--- src/verilog/qei_map.vh ---
/*
 encoder interface constants: register byte offsets, alias offsets,
 field positions and reset values. included by the design file and the bench.
*/
`ifndef QEI_MAP_VH
`define QEI_MAP_VH
// register bases, each block of four words is base, clear, set, invert
`define QEI_OFF_CTRL      8'h00
`define QEI_OFF_IOC       8'h10
`define QEI_OFF_STAT      8'h20
`define QEI_OFF_POS       8'h30
`define QEI_OFF_POS_SHD   8'h40
`define QEI_OFF_VEL       8'h50
`define QEI_OFF_VEL_SHD   8'h60
`define QEI_OFF_IDX       8'h70
`define QEI_OFF_IDX_SHD   8'h80
`define QEI_OFF_TMR       8'h90
`define QEI_OFF_TMR_SHD   8'hA0
`define QEI_OFF_CMPL      8'hB0
`define QEI_OFF_ICC       8'hC0
`define QEI_OFF_DIR       8'hD0
`define QEI_ALIAS_CLR     2'h1
`define QEI_ALIAS_SET     2'h2
`define QEI_ALIAS_INV     2'h3
// control fields
`define QEI_CTRL_MASK     32'h0000BF7F
`define QEI_CTRL_EN       15
`define QEI_CTRL_PIMOD_LO 10
`define QEI_CTRL_DIV_LO   4
`define QEI_CTRL_POL      3
`define QEI_CTRL_GATE     2
`define QEI_CTRL_CCM_LO   0
// io control fields, bits 3:0 are live pin status
`define QEI_IOC_MASK      32'h0001FFF0
`define QEI_IOC_HCAP      16
`define QEI_IOC_QCAP      15
`define QEI_IOC_OUTF_LO   9
`define QEI_IOC_FLT       14
`define QEI_IOC_FDIV_LO   11
`define QEI_IOC_SWAP      8
`define QEI_IOC_HPOL      7
`define QEI_IOC_IPOL      6
`define QEI_IOC_BPOL      5
`define QEI_IOC_APOL      4
// status: flag at odd bit, enable below it
`define QEI_STAT_MASK     32'h00003FFF
`define QEI_STAT_EN_MASK  32'h00001555
`define QEI_RST_VAL       32'h00000000
// filter: input must be stable this many divided ticks
`define QEI_FLT_TICKS     3
`define QEI_CCM_QUAD      2'h0
`define QEI_CCM_EXT_UD    2'h1
`define QEI_CCM_EXT_GATE  2'h2
`define QEI_CCM_TMR_GATE  2'h3
`endif

--- src/verilog/qei_top.v ---
/*
 quadrature encoder interface with an AXI4-Lite register slave.
 assumes encoder pins already synchronous-safe after the two-stage
 synchroniser here; one clock clk_sys, async active-low reset.
*/
// Behaviour
// - 32-bit position counts on each single-bit state change
// - up on 10-11, 00-10, 11-01, 01-00
// - down on the reverse four transitions
// - both bits changing: ignored, no direction change
// - unchanged state leaves count and direction
// - direction held until opposite step, readable
// - four inputs, counting every edge (4x)
// - programmable noise filter on every input
// - index pulse may reset position count
// - velocity, index, interval counters are read/write
// - interval timer measures, shadow captured on access
// - low compare: position at or below
// - init/capture/high compare shared register
// - timer, ext up/down, gated count, gated timer modes
// - latched event flags with enable bits
// - clear, set, invert aliases at +4, +8, +C
// - 32-bit shadow registers have no aliases
// - control bits 31:16 read zero
// - mode field selects quad/ext/gate/timer
// - swap exchanges phase A and B
// - disabled module stops, registers stay accessible
`include "qei_map.vh"
`timescale 1ns/1ps
`default_nettype none
module qei_top #(
	parameter FLT_W = 8
) (
	input  wire        clk_sys,
	input  wire        rst_n,
	input  wire        phase_a_input,
	input  wire        phase_b_input,
	input  wire        index_pulse_input,
	input  wire        home_pulse_input,
	output reg         count_compare_out,
	input  wire [7:0]  s_axi_awaddr,
	input  wire        s_axi_awvalid,
	output wire        s_axi_awready,
	input  wire [31:0] s_axi_wdata,
	input  wire [3:0]  s_axi_wstrb,
	input  wire        s_axi_wvalid,
	output wire        s_axi_wready,
	output reg  [1:0]  s_axi_bresp,
	output reg         s_axi_bvalid,
	input  wire        s_axi_bready,
	input  wire [7:0]  s_axi_araddr,
	input  wire        s_axi_arvalid,
	output wire        s_axi_arready,
	output reg  [31:0] s_axi_rdata,
	output reg  [1:0]  s_axi_rresp,
	output reg         s_axi_rvalid,
	input  wire        s_axi_rready
);
	// registers
	reg  [31:0] ctrl_reg, ioc_reg, stat_reg;
	reg  [31:0] pos_reg, vel_reg, idx_reg, tmr_reg, tmr_shd_reg;
	reg  [31:0] cmpl_reg, icc_reg;
	reg  [31:0] ival_reg;
	reg         dir_reg;
	reg  [3:0]  sync1_reg, sync2_reg;
	wire [3:0]  filt_lvl;
	reg  [FLT_W-1:0] fdiv_reg, tdiv_reg;
	reg  [1:0]  prev_ab_reg;
	reg         idx_prev_reg, home_prev_reg, extclk_prev_reg;
	reg  [7:0]  aw_addr_reg;
	reg  [31:0] w_data_reg;
	reg  [3:0]  w_strb_reg;
	reg         aw_full_reg, w_full_reg;

	// field decode
	wire        en       = ctrl_reg[`QEI_CTRL_EN];
	wire [2:0]  pimod    = ctrl_reg[`QEI_CTRL_PIMOD_LO+2:`QEI_CTRL_PIMOD_LO];
	wire [2:0]  tdiv_sel = ctrl_reg[`QEI_CTRL_DIV_LO+2:`QEI_CTRL_DIV_LO];
	wire [1:0]  ccm      = ctrl_reg[`QEI_CTRL_CCM_LO+1:`QEI_CTRL_CCM_LO];
	wire [2:0]  fdiv_sel = ioc_reg[`QEI_IOC_FDIV_LO+2:`QEI_IOC_FDIV_LO];
	wire [1:0]  outfnc   = ioc_reg[`QEI_IOC_OUTF_LO+1:`QEI_IOC_OUTF_LO];

	// divided tick: 1:2^sel of clk_sys
	localparam [FLT_W-1:0] ONE_F = {{(FLT_W-1){1'b0}}, 1'b1};
	function tick_of;
		input [FLT_W-1:0] cnt;
		input [2:0]       sel;
		reg   [FLT_W-1:0] m;
		begin
			m = (ONE_F << sel) - ONE_F;
			tick_of = ((cnt & m) == m);
		end
	endfunction

	wire flt_tick = tick_of(fdiv_reg, fdiv_sel);
	wire tmr_tick = tick_of(tdiv_reg, tdiv_sel);

	// free dividers; the count stays alive even while disabled so access remains cheap
	always @(posedge clk_sys or negedge rst_n) begin
		if (!rst_n) begin
			fdiv_reg <= {FLT_W{1'b0}};
			tdiv_reg <= {FLT_W{1'b0}};
		end else begin
			fdiv_reg <= fdiv_reg + 1'b1;
			tdiv_reg <= tdiv_reg + 1'b1;
		end
	end

	// two-stage synchroniser, first stage read only by the second
	always @(posedge clk_sys or negedge rst_n) begin
		if (!rst_n) begin
			sync1_reg <= 4'h0;
			sync2_reg <= 4'h0;
		end else begin
			sync1_reg <= {home_pulse_input, index_pulse_input, phase_b_input, phase_a_input};
			sync2_reg <= sync1_reg;
		end
	end

	// digital filter: take a new level after FLT_TICKS stable ticks
	genvar gi;
	generate
		for (gi = 0; gi < 4; gi = gi + 1) begin : g_flt
			// per-input state kept local so each flop has one driver
			reg [2:0] stable_reg;
			reg       lvl_reg;
			always @(posedge clk_sys or negedge rst_n) begin
				if (!rst_n) begin
					stable_reg <= 3'h0;
					lvl_reg    <= 1'b0;
				end else if (!ioc_reg[`QEI_IOC_FLT]) begin
					stable_reg <= 3'h0;
					lvl_reg    <= sync2_reg[gi];
				end else if (sync2_reg[gi] == lvl_reg) begin
					stable_reg <= 3'h0;
				end else if (flt_tick) begin
					if (stable_reg == `QEI_FLT_TICKS - 1) begin
						lvl_reg    <= sync2_reg[gi];
						stable_reg <= 3'h0;
					end else begin
						stable_reg <= stable_reg + 3'h1;
					end
				end
			end
			assign filt_lvl[gi] = lvl_reg;
		end
	endgenerate

	// polarity then swap; swapped pair feeds status and decoder
	wire [3:0] pol = filt_lvl ^ {ioc_reg[`QEI_IOC_HPOL], ioc_reg[`QEI_IOC_IPOL],
		ioc_reg[`QEI_IOC_BPOL], ioc_reg[`QEI_IOC_APOL]};
	wire qa = ioc_reg[`QEI_IOC_SWAP] ? pol[1] : pol[0];
	wire qb = ioc_reg[`QEI_IOC_SWAP] ? pol[0] : pol[1];
	wire [3:0] pin_stat = {pol[3], pol[2], qb, qa};

	// truth table decode, state written as {A,B}
	wire [1:0] cur_ab = {qa, qb};
	reg        step_up, step_dn;
	always @* begin
		step_up = 1'b0;
		step_dn = 1'b0;
		case ({prev_ab_reg, cur_ab})
			4'b10_11, 4'b00_10, 4'b11_01, 4'b01_00: step_up = 1'b1;
			4'b11_10, 4'b10_00, 4'b00_01, 4'b01_11: step_dn = 1'b1;
			default: ; // equal or double change: no step
		endcase
	end

	// event sources for the selected mode
	wire idx_edge  = pin_stat[2] & ~idx_prev_reg;
	wire home_edge = pin_stat[3] & ~home_prev_reg;
	wire ext_edge  = qa & ~extclk_prev_reg;
	wire gate_ok   = ~ctrl_reg[`QEI_CTRL_GATE] | qb;
	wire neg_dir   = ctrl_reg[`QEI_CTRL_POL];
	reg  cnt_step, cnt_up;
	always @* begin
		cnt_step = 1'b0;
		cnt_up   = 1'b1;
		case (ccm)
			`QEI_CCM_QUAD: begin
				cnt_step = step_up | step_dn;
				cnt_up   = step_up;
			end
			`QEI_CCM_EXT_UD: begin
				cnt_step = ext_edge;
				cnt_up   = qb ^ neg_dir;
			end
			`QEI_CCM_EXT_GATE: begin
				cnt_step = ext_edge & gate_ok;
				cnt_up   = ~neg_dir;
			end
			`QEI_CCM_TMR_GATE: begin
				cnt_step = tmr_tick & gate_ok;
				cnt_up   = ~neg_dir;
			end
			default: ;
		endcase
	end

	wire [31:0] pos_step  = cnt_up ? pos_reg + 32'h1 : pos_reg - 32'h1;
	wire        pos_ovf   = cnt_step & (cnt_up ? (pos_reg == 32'h7FFFFFFF) : (pos_reg == 32'h80000000));
	wire        vel_ovf   = cnt_step & (vel_reg == (cnt_up ? 32'h7FFFFFFF : 32'h80000000));
	wire        lo_hit    = $signed(pos_reg) <= $signed(cmpl_reg);
	wire        hi_hit    = $signed(pos_reg) >= $signed(icc_reg);
	wire        idx_init  = idx_edge & (pimod == 3'h1 || pimod == 3'h7);
	wire        idx_load  = idx_edge & (pimod == 3'h2);
	wire        cap_event = (idx_edge & ioc_reg[`QEI_IOC_QCAP]) | (home_edge & ioc_reg[`QEI_IOC_HCAP]);

	// AXI4-Lite decode; alias slot from address bits 3:2
	wire        wr_go   = aw_full_reg & w_full_reg & ~s_axi_bvalid;
	wire [7:0]  wr_base = {aw_addr_reg[7:4], 4'h0};
	wire [1:0]  wr_alias = aw_addr_reg[3:2];
	wire [31:0] wmask   = {{8{w_strb_reg[3]}}, {8{w_strb_reg[2]}}, {8{w_strb_reg[1]}}, {8{w_strb_reg[0]}}};
	wire        rd_go   = s_axi_arvalid & ~s_axi_rvalid;
	assign s_axi_awready = ~aw_full_reg;
	assign s_axi_wready  = ~w_full_reg;
	assign s_axi_arready = ~s_axi_rvalid;

	// aliased write: plain, clear, set, invert within byte lanes
	function [31:0] alias_wr;
		input [31:0] old;
		input [31:0] d;
		input [31:0] m;
		input [1:0]  al;
		begin
			case (al)
				`QEI_ALIAS_CLR: alias_wr = old & ~(d & m);
				`QEI_ALIAS_SET: alias_wr = old | (d & m);
				`QEI_ALIAS_INV: alias_wr = old ^ (d & m);
				default:        alias_wr = (old & ~m) | (d & m);
			endcase
		end
	endfunction

	// software writes to a counter target; shadow regs ignore alias slots
	wire sw_wr_ok   = wr_go & (wr_alias == 2'h0 || (wr_base != `QEI_OFF_POS_SHD
		&& wr_base != `QEI_OFF_VEL_SHD && wr_base != `QEI_OFF_IDX_SHD));
	wire wr_hit_pos = sw_wr_ok & (wr_base == `QEI_OFF_POS);
	wire wr_hit_vel = sw_wr_ok & (wr_base == `QEI_OFF_VEL);
	wire wr_hit_idx = sw_wr_ok & (wr_base == `QEI_OFF_IDX);
	wire wr_hit_tmr = sw_wr_ok & (wr_base == `QEI_OFF_TMR);
	wire wr_data_w  = alias_wr(32'h0, w_data_reg, wmask, wr_alias) != 32'h0;

	// bus channel capture
	always @(posedge clk_sys or negedge rst_n) begin
		if (!rst_n) begin
			aw_full_reg  <= 1'b0;
			w_full_reg   <= 1'b0;
			aw_addr_reg  <= 8'h00;
			w_data_reg   <= 32'h0;
			w_strb_reg   <= 4'h0;
			s_axi_bvalid <= 1'b0;
			s_axi_bresp  <= 2'h0;
			s_axi_rvalid <= 1'b0;
			s_axi_rresp  <= 2'h0;
		end else begin
			if (s_axi_awvalid & ~aw_full_reg) begin
				aw_full_reg <= 1'b1;
				aw_addr_reg <= s_axi_awaddr;
			end
			if (s_axi_wvalid & ~w_full_reg) begin
				w_full_reg <= 1'b1;
				w_data_reg <= s_axi_wdata;
				w_strb_reg <= s_axi_wstrb;
			end
			if (wr_go) begin
				aw_full_reg  <= 1'b0;
				w_full_reg   <= 1'b0;
				s_axi_bvalid <= 1'b1;
				s_axi_bresp  <= (wr_base > `QEI_OFF_ICC) ? 2'h2 : 2'h0;
			end else if (s_axi_bready) begin
				s_axi_bvalid <= 1'b0;
			end
			if (rd_go) begin
				s_axi_rvalid <= 1'b1;
				// direction status word sits just past the map and reads okay
				s_axi_rresp  <= ({s_axi_araddr[7:4], 4'h0} > `QEI_OFF_DIR) ? 2'h2 : 2'h0;
			end else if (s_axi_rready) begin
				s_axi_rvalid <= 1'b0;
			end
		end
	end

	// read mux; alias slots read zero as they carry no meaning
	reg [31:0] rd_val;
	always @* begin
		rd_val = 32'h0;
		if (s_axi_araddr[3:2] == 2'h0) begin
			case ({s_axi_araddr[7:4], 4'h0})
				`QEI_OFF_CTRL:    rd_val = ctrl_reg;
				`QEI_OFF_IOC:     rd_val = {ioc_reg[31:4], pin_stat};
				`QEI_OFF_STAT:    rd_val = stat_reg;
				`QEI_OFF_POS:     rd_val = pos_reg;
				`QEI_OFF_VEL:     rd_val = vel_reg;
				`QEI_OFF_IDX:     rd_val = idx_reg;
				`QEI_OFF_TMR:     rd_val = tmr_reg;
				`QEI_OFF_TMR_SHD: rd_val = tmr_shd_reg;
				`QEI_OFF_CMPL:    rd_val = cmpl_reg;
				`QEI_OFF_ICC:     rd_val = icc_reg;
				`QEI_OFF_DIR:     rd_val = {31'h0, dir_reg};
				default:          rd_val = 32'h0;
			endcase
		end
	end

	always @(posedge clk_sys or negedge rst_n) begin
		if (!rst_n) s_axi_rdata <= 32'h0;
		else if (rd_go) s_axi_rdata <= rd_val;
	end

	// config registers written by software only
	always @(posedge clk_sys or negedge rst_n) begin
		if (!rst_n) begin
			ctrl_reg <= `QEI_RST_VAL;
			ioc_reg  <= `QEI_RST_VAL;
			cmpl_reg <= `QEI_RST_VAL;
		end else if (sw_wr_ok) begin
			case (wr_base)
				`QEI_OFF_CTRL: ctrl_reg <= alias_wr(ctrl_reg, w_data_reg, wmask, wr_alias) & `QEI_CTRL_MASK;
				`QEI_OFF_IOC:  ioc_reg  <= alias_wr(ioc_reg, w_data_reg, wmask, wr_alias) & `QEI_IOC_MASK;
				`QEI_OFF_CMPL: cmpl_reg <= alias_wr(cmpl_reg, w_data_reg, wmask, wr_alias);
				default: ;
			endcase
		end
	end

	// counters; software write wins over a count in the same cycle
	always @(posedge clk_sys or negedge rst_n) begin
		if (!rst_n) begin
			pos_reg       <= `QEI_RST_VAL;
			vel_reg       <= `QEI_RST_VAL;
			idx_reg       <= `QEI_RST_VAL;
			tmr_reg       <= `QEI_RST_VAL;
			tmr_shd_reg   <= `QEI_RST_VAL;
			ival_reg      <= `QEI_RST_VAL;
			icc_reg       <= `QEI_RST_VAL;
			dir_reg       <= 1'b0;
			prev_ab_reg   <= 2'h0;
			idx_prev_reg  <= 1'b0;
			home_prev_reg <= 1'b0;
			extclk_prev_reg <= 1'b0;
		end else begin
			prev_ab_reg     <= cur_ab;
			idx_prev_reg    <= pin_stat[2];
			home_prev_reg   <= pin_stat[3];
			extclk_prev_reg <= qa;
			if (en) begin
				if (cnt_step)
					dir_reg <= cnt_up;
				if (idx_init)
					pos_reg <= 32'h0;
				else if (idx_load | (pimod == 3'h5 && cnt_step && pos_reg == icc_reg))
					pos_reg <= icc_reg;
				else if (cnt_step)
					pos_reg <= pos_step;
				if (cnt_step)
					vel_reg <= cnt_up ? vel_reg + 32'h1 : vel_reg - 32'h1;
				if (idx_edge)
					idx_reg <= dir_reg ? idx_reg + 32'h1 : idx_reg - 32'h1; // last travel direction, not idle cnt_up
				// interval: ticks since last pulse, latched at each pulse
				if (cnt_step) begin
					tmr_reg  <= ival_reg;
					ival_reg <= 32'h0;
				end else if (tmr_tick) begin
					ival_reg <= ival_reg + 32'h1;
				end
				if (cap_event)
					icc_reg <= pos_reg;
			end
			if (wr_go && (wr_base == `QEI_OFF_TMR || wr_base == `QEI_OFF_TMR_SHD))
				tmr_shd_reg <= tmr_reg;
			else if (rd_go && {s_axi_araddr[7:4], 4'h0} == `QEI_OFF_TMR)
				tmr_shd_reg <= tmr_reg;
			if (wr_hit_pos) pos_reg <= alias_wr(pos_reg, w_data_reg, wmask, wr_alias);
			if (wr_hit_vel) vel_reg <= alias_wr(vel_reg, w_data_reg, wmask, wr_alias);
			if (wr_hit_idx) idx_reg <= alias_wr(idx_reg, w_data_reg, wmask, wr_alias);
			if (wr_hit_tmr) tmr_reg <= alias_wr(tmr_reg, w_data_reg, wmask, wr_alias);
			if (sw_wr_ok && wr_base == `QEI_OFF_ICC)
				icc_reg <= alias_wr(icc_reg, w_data_reg, wmask, wr_alias);
		end
	end

	// event flags: hardware set beats software clear in the same cycle
	wire [6:0] ev = {hi_hit & cnt_step, lo_hit & cnt_step, pos_ovf, cap_event | idx_load | idx_init,
		vel_ovf, home_edge, idx_edge};
	reg  [31:0] stat_next;
	integer k;
	always @* begin
		stat_next = stat_reg;
		if (sw_wr_ok && wr_base == `QEI_OFF_STAT)
			stat_next = alias_wr(stat_reg, w_data_reg, wmask, wr_alias) & `QEI_STAT_MASK;
		for (k = 0; k < 7; k = k + 1)
			if (ev[6-k] & en)
				stat_next[13-2*k] = 1'b1;
	end

	always @(posedge clk_sys or negedge rst_n) begin
		if (!rst_n) stat_reg <= `QEI_RST_VAL;
		else stat_reg <= stat_next;
	end

	// compare output pin
	always @(posedge clk_sys or negedge rst_n) begin
		if (!rst_n) count_compare_out <= 1'b0;
		else count_compare_out <= en & ((outfnc[1] & lo_hit) | (outfnc[0] & hi_hit));
	end

	// spare bits of wr_data_w fold into nothing; kept for strobe check
	wire unused_ok = wr_data_w | wr_hit_pos;
endmodule // qei_top
`default_nettype wire

--- config.mk ---
export PLATFORM = sky130hd
export DESIGN_NAME = qei_top
export DESIGN_NICKNAME = d
export VERILOG_FILES = /design/src/verilog/qei_top.v
export VERILOG_INCLUDE_DIRS = /design/src /design/src/verilog
export SDC_FILE = /design/constraint.sdc
export NUM_CORES = 2
export LEC_CHECK = 0
export BUFFER_PORTS_ARGS = -buffer_cell sky130_fd_sc_hd__buf_2
export CORE_MARGIN = 2
export CORE_UTILIZATION = 28
export DETAILED_ROUTE_END_ITERATION = 6
export PLACE_DENSITY_LB_ADDON = 0.25
export SLEW_MARGIN = 20
export SYNTH_ARGS = -nofsm -noshare
export SYNTH_HDL_FRONTEND = slang
export SYNTH_SLANG_ARGS = --single-unit
--- constraint.sdc ---
create_clock -name clk_sys -period 6.3 [get_ports clk_sys]
set_input_delay 1.575 -clock clk_sys [delete_from_list [all_inputs] [get_ports clk_sys]]
set_output_delay 1.575 -clock clk_sys [all_outputs]
set_load 0.01 [all_outputs]
==> impl_metrics.ini <==
[run_status]
status = finished clean

[yosys]
ys_seq_area_frac = 0.328
ys_types = 83
post-synth-top-area-fraction = 0.328
synth_warnings = 0
synth_edf_count = 0
ys_top_cells_by_area = dfrtp_1 33%, ha_1 16%, a21oi_1 5.7%, o21ai_0 4.7%, nand2_1 4.6%
netlist_area_um2 = 32200
synth-main-ff-cell = dfrtp_1
syn_area_per_cell_um2 = 8.90
ys_seq_elements = 421
synthArstFlopShare = 1.00
synthCells = 3613
yosysTopAreaCell = dfrtp_1

[setup_path]
r2r_setup_slack_ns = 0.85
worst_setup_path_start_kind = flop
worst_ep_arrival_time_ns = 5.94
reg2reg_depth = 18
cp_max_fo = 26
cp_slowest_stage_delay_ns = 0.55
worstReg2RegEnd = vel_reg[28]
startpoint = g_flt[1].lvl_reg
path_class = reg2reg
crit_buf_inv = 3
slowest_stage = o41ai_1
required_ns = 6.79
endpoint_kind = flop
path_delay_family = compound AO/OA/AOI/OAI gates
path_depth = 18
worstPathCellList = xor2_1 -> o21ai_0 -> inv_1 -> o41ai_1 -> a2bb2oi_4 -> buf_4 -> inv_1 -> fa_1 -> nor2b_1 -> o31a_1 -> o31ai_1 -> a21oi_1 -> o21ai_0 -> a21oi_1 -> o41ai_2 -> o21bai_1 -> xnor2_1 -> o221ai_1
crit_end = vel_reg[28]
r2r_start = g_flt[1].lvl_reg

[routing]
ant_nets = 0
first_iter_violations = 2704
top_layer = met5
wl_met1_mm = 56.9
routedWlPerCell_um = 24.1
vias = 29000
dr_wl_met3_mm = 9.05
via_per_inst = 5.60
finalWirelength_mm = 125
drt_pass1_iterations = 6
drc = 0
dr_wl_met2_mm = 54.2

[sta]
setup_ws_ns = 0.846
rsz0062_at_grt = no
fin_worst_skew_ns = 0.0309
fin_tns_setup_ns = 0
hold_slack_ns = 0.342
timing.fmax_mhz = 183
timing.final.crit_period_ns = 5.45
relSlewSlack = 0.236
post-route-period-util = 0.866
finalHoldViolations = 0
drv_slew = 0
worstMarginPinSlew_ns = 1.14
setup_viol = 0

[placement]
dp_cells = 5084
place_ws_ns = 0.907
dp_hpwl_mm = 90.6
portBuffers = 98
gp_congestion = 0.916
placed_area_um2 = 34400

[floorplan]
dieArea_um2 = 118000
rows = 124
fp.dieW_um = 343
fp.dieH_um = 343
coreArea_um2 = 114000
ios = 105
start_util = 0.282

[layout]
post-route-util = 0.318
instances_no_fill = 5180
areaGrowthSynthToFinish_pct = 12.8
diodes = 0
fin_nets = 4097
layout-drive-gt1-share = 0.105
fin_area_um2 = 36300

[clock_network]
cts-hold-fix-buffers = 0
cts_root_buf = clkbuf_16
clk_path_buf_depth = 3
cts_tree = done
clock_latency_ns = 0.63
cts_setup_buffers = 0
post_cts_resized = 0
cts_sinks = 421
cts-htree-levels = 2
clk_pin_slew_ns = 0.06
cts_buffers = 53

[power_and_ir_drop]
totalPowerFinal_mw = 23.7
power_frac_comb = 0.642
internal_power_mw = 11.4
power_frac_seq = 0.219
p_leak_nw = 15.8
swShare = 0.517
clockPowerShare = 0.139
p_per_area_nw_per_um2 = 653
switchingPower_mw = 12.3
ir_drop_uv = 242

[worst_hold_path]
min_path_type = reg2reg
hp-start = sync1_reg[2]

[global_routing]
grtUsageTotal = 0.208
grt_pass1_vias = 27500
antenna_found_initial = 5
grt_pass1_wl_mm = 185
grt.overflow.total = 0
grt_max_degree = 214

[flow_run]
cap_viol_max_count = 0
[worst min path at each step]
stage                         endpoint  depth (start not counted)  slack, ns
after floorplan           sync2_reg[0]                          0       0.33
after global placement    sync2_reg[1]                          0       0.34
after detailed placement  sync2_reg[2]                          0       0.33
after CTS                 sync2_reg[2]                          0       0.34
after global routing      sync2_reg[2]                          0       0.35
final                     sync2_reg[2]                          0       0.34
[logic make-up (layout without fill, tap and decap cells)]
| family | count (synthesis) | count (layout) | synth area share |
|---|---|---|---|
| AOI/OAI and AO/OA | 1362 | 1362 | 0.284 |
| and+or+nand+nor | 838 | 838 | 0.113 |
| DFF | 421 | 421 | 0.328 |
| adders and majority gates | 407 | 407 | 0.159 |
| buffers and inverters | 332 | 386 | 0.0393 |
| xor gates and xnor gates | 141 | 141 | 0.0386 |
| muxes | 111 | 111 | 0.0379 |
| other | 1 | 2 | 0.000117 |
[worst register-to-register path, cell delays in order, from the launching register on]
cell       delay (ns)
dfrtp_1          0.43
xor2_1           0.21
o21ai_0          0.50
inv_1            0.19
o41ai_1          0.55
a2bb2oi_4        0.32
buf_4            0.36
inv_1            0.25
fa_1             0.27
nor2b_1          0.07
o31a_1           0.27
o31ai_1          0.40
a21oi_1          0.20
o21ai_0          0.24
a21oi_1          0.14
o41ai_2          0.45
o21bai_1         0.17
xnor2_1          0.17
o221ai_1         0.13
[power by group through the flow]
stage / registers [mW] / logic (mW) / clock network (mW)
after detailed placement: 5.18 / 15.0 / 0
after global routing: 5.30 / 17.1 / 3.46
after global placement: 5.16 / 14.8 / 0
final: 5.19 / 15.2 / 3.29
after floorplan: 4.29 / 11.3 / 0
after CTS: 5.13 / 15.1 / 3.35
[metal layers]
metal | vias up | GRT usage
li1 | 13700 | -
met1 | 14200 | 0.295
met2 | 948 | 0.316
met3 | 190 | 0.0369
met4 | 2 | 0.0724
met5 | - | 0
[synthesized netlist by cell type, drive strengths merged, types with 16 or more instances]
cell,instances
dfrtp,421
ha,404
nand2,392
a21oi,368
o21ai,315
nor2,213
clkbuf,180
inv,127
a211oi,117
a22o,88
a221o,80
a22oi,80
mux2,77
xor2,74
nand3,69
a21o,67
xnor2,67
o211ai,49
nand4,47
a221oi,45
mux2i,34
nor3,26
buf,25
nand2b,23
a222oi,22
o221ai,22
nor2b,16
o21bai,16
[layout make-up]
| class | instances | area, um2 |
|---|---|---|
| fill | 12000 | 77900 |
| sequential | 421 | 10500 |
| clock inverter | 21 | 240 |
| clock buffer | 75 | 1600 |
| tap | 1512 | 1890 |
| inverter | 127 | 477 |
| multi-input combinational | 2861 | 20500 |
| timing repair buffer | 163 | 1040 |
[placed cells by master (no fill, tap or decap), types with 77 or more instances in the layout]
master    count
a211oi_1    115
a21oi_1     367
a221o_1      80
a22o_1       88
a22oi_1      80
buf_2        97
dfrtp_1     419
ha_1        404
inv_1       127
mux2_2       77
nand2_1     391
nor2_1      202
o21ai_0     300
No activity file was read; power rests on OpenSTA's default activity.
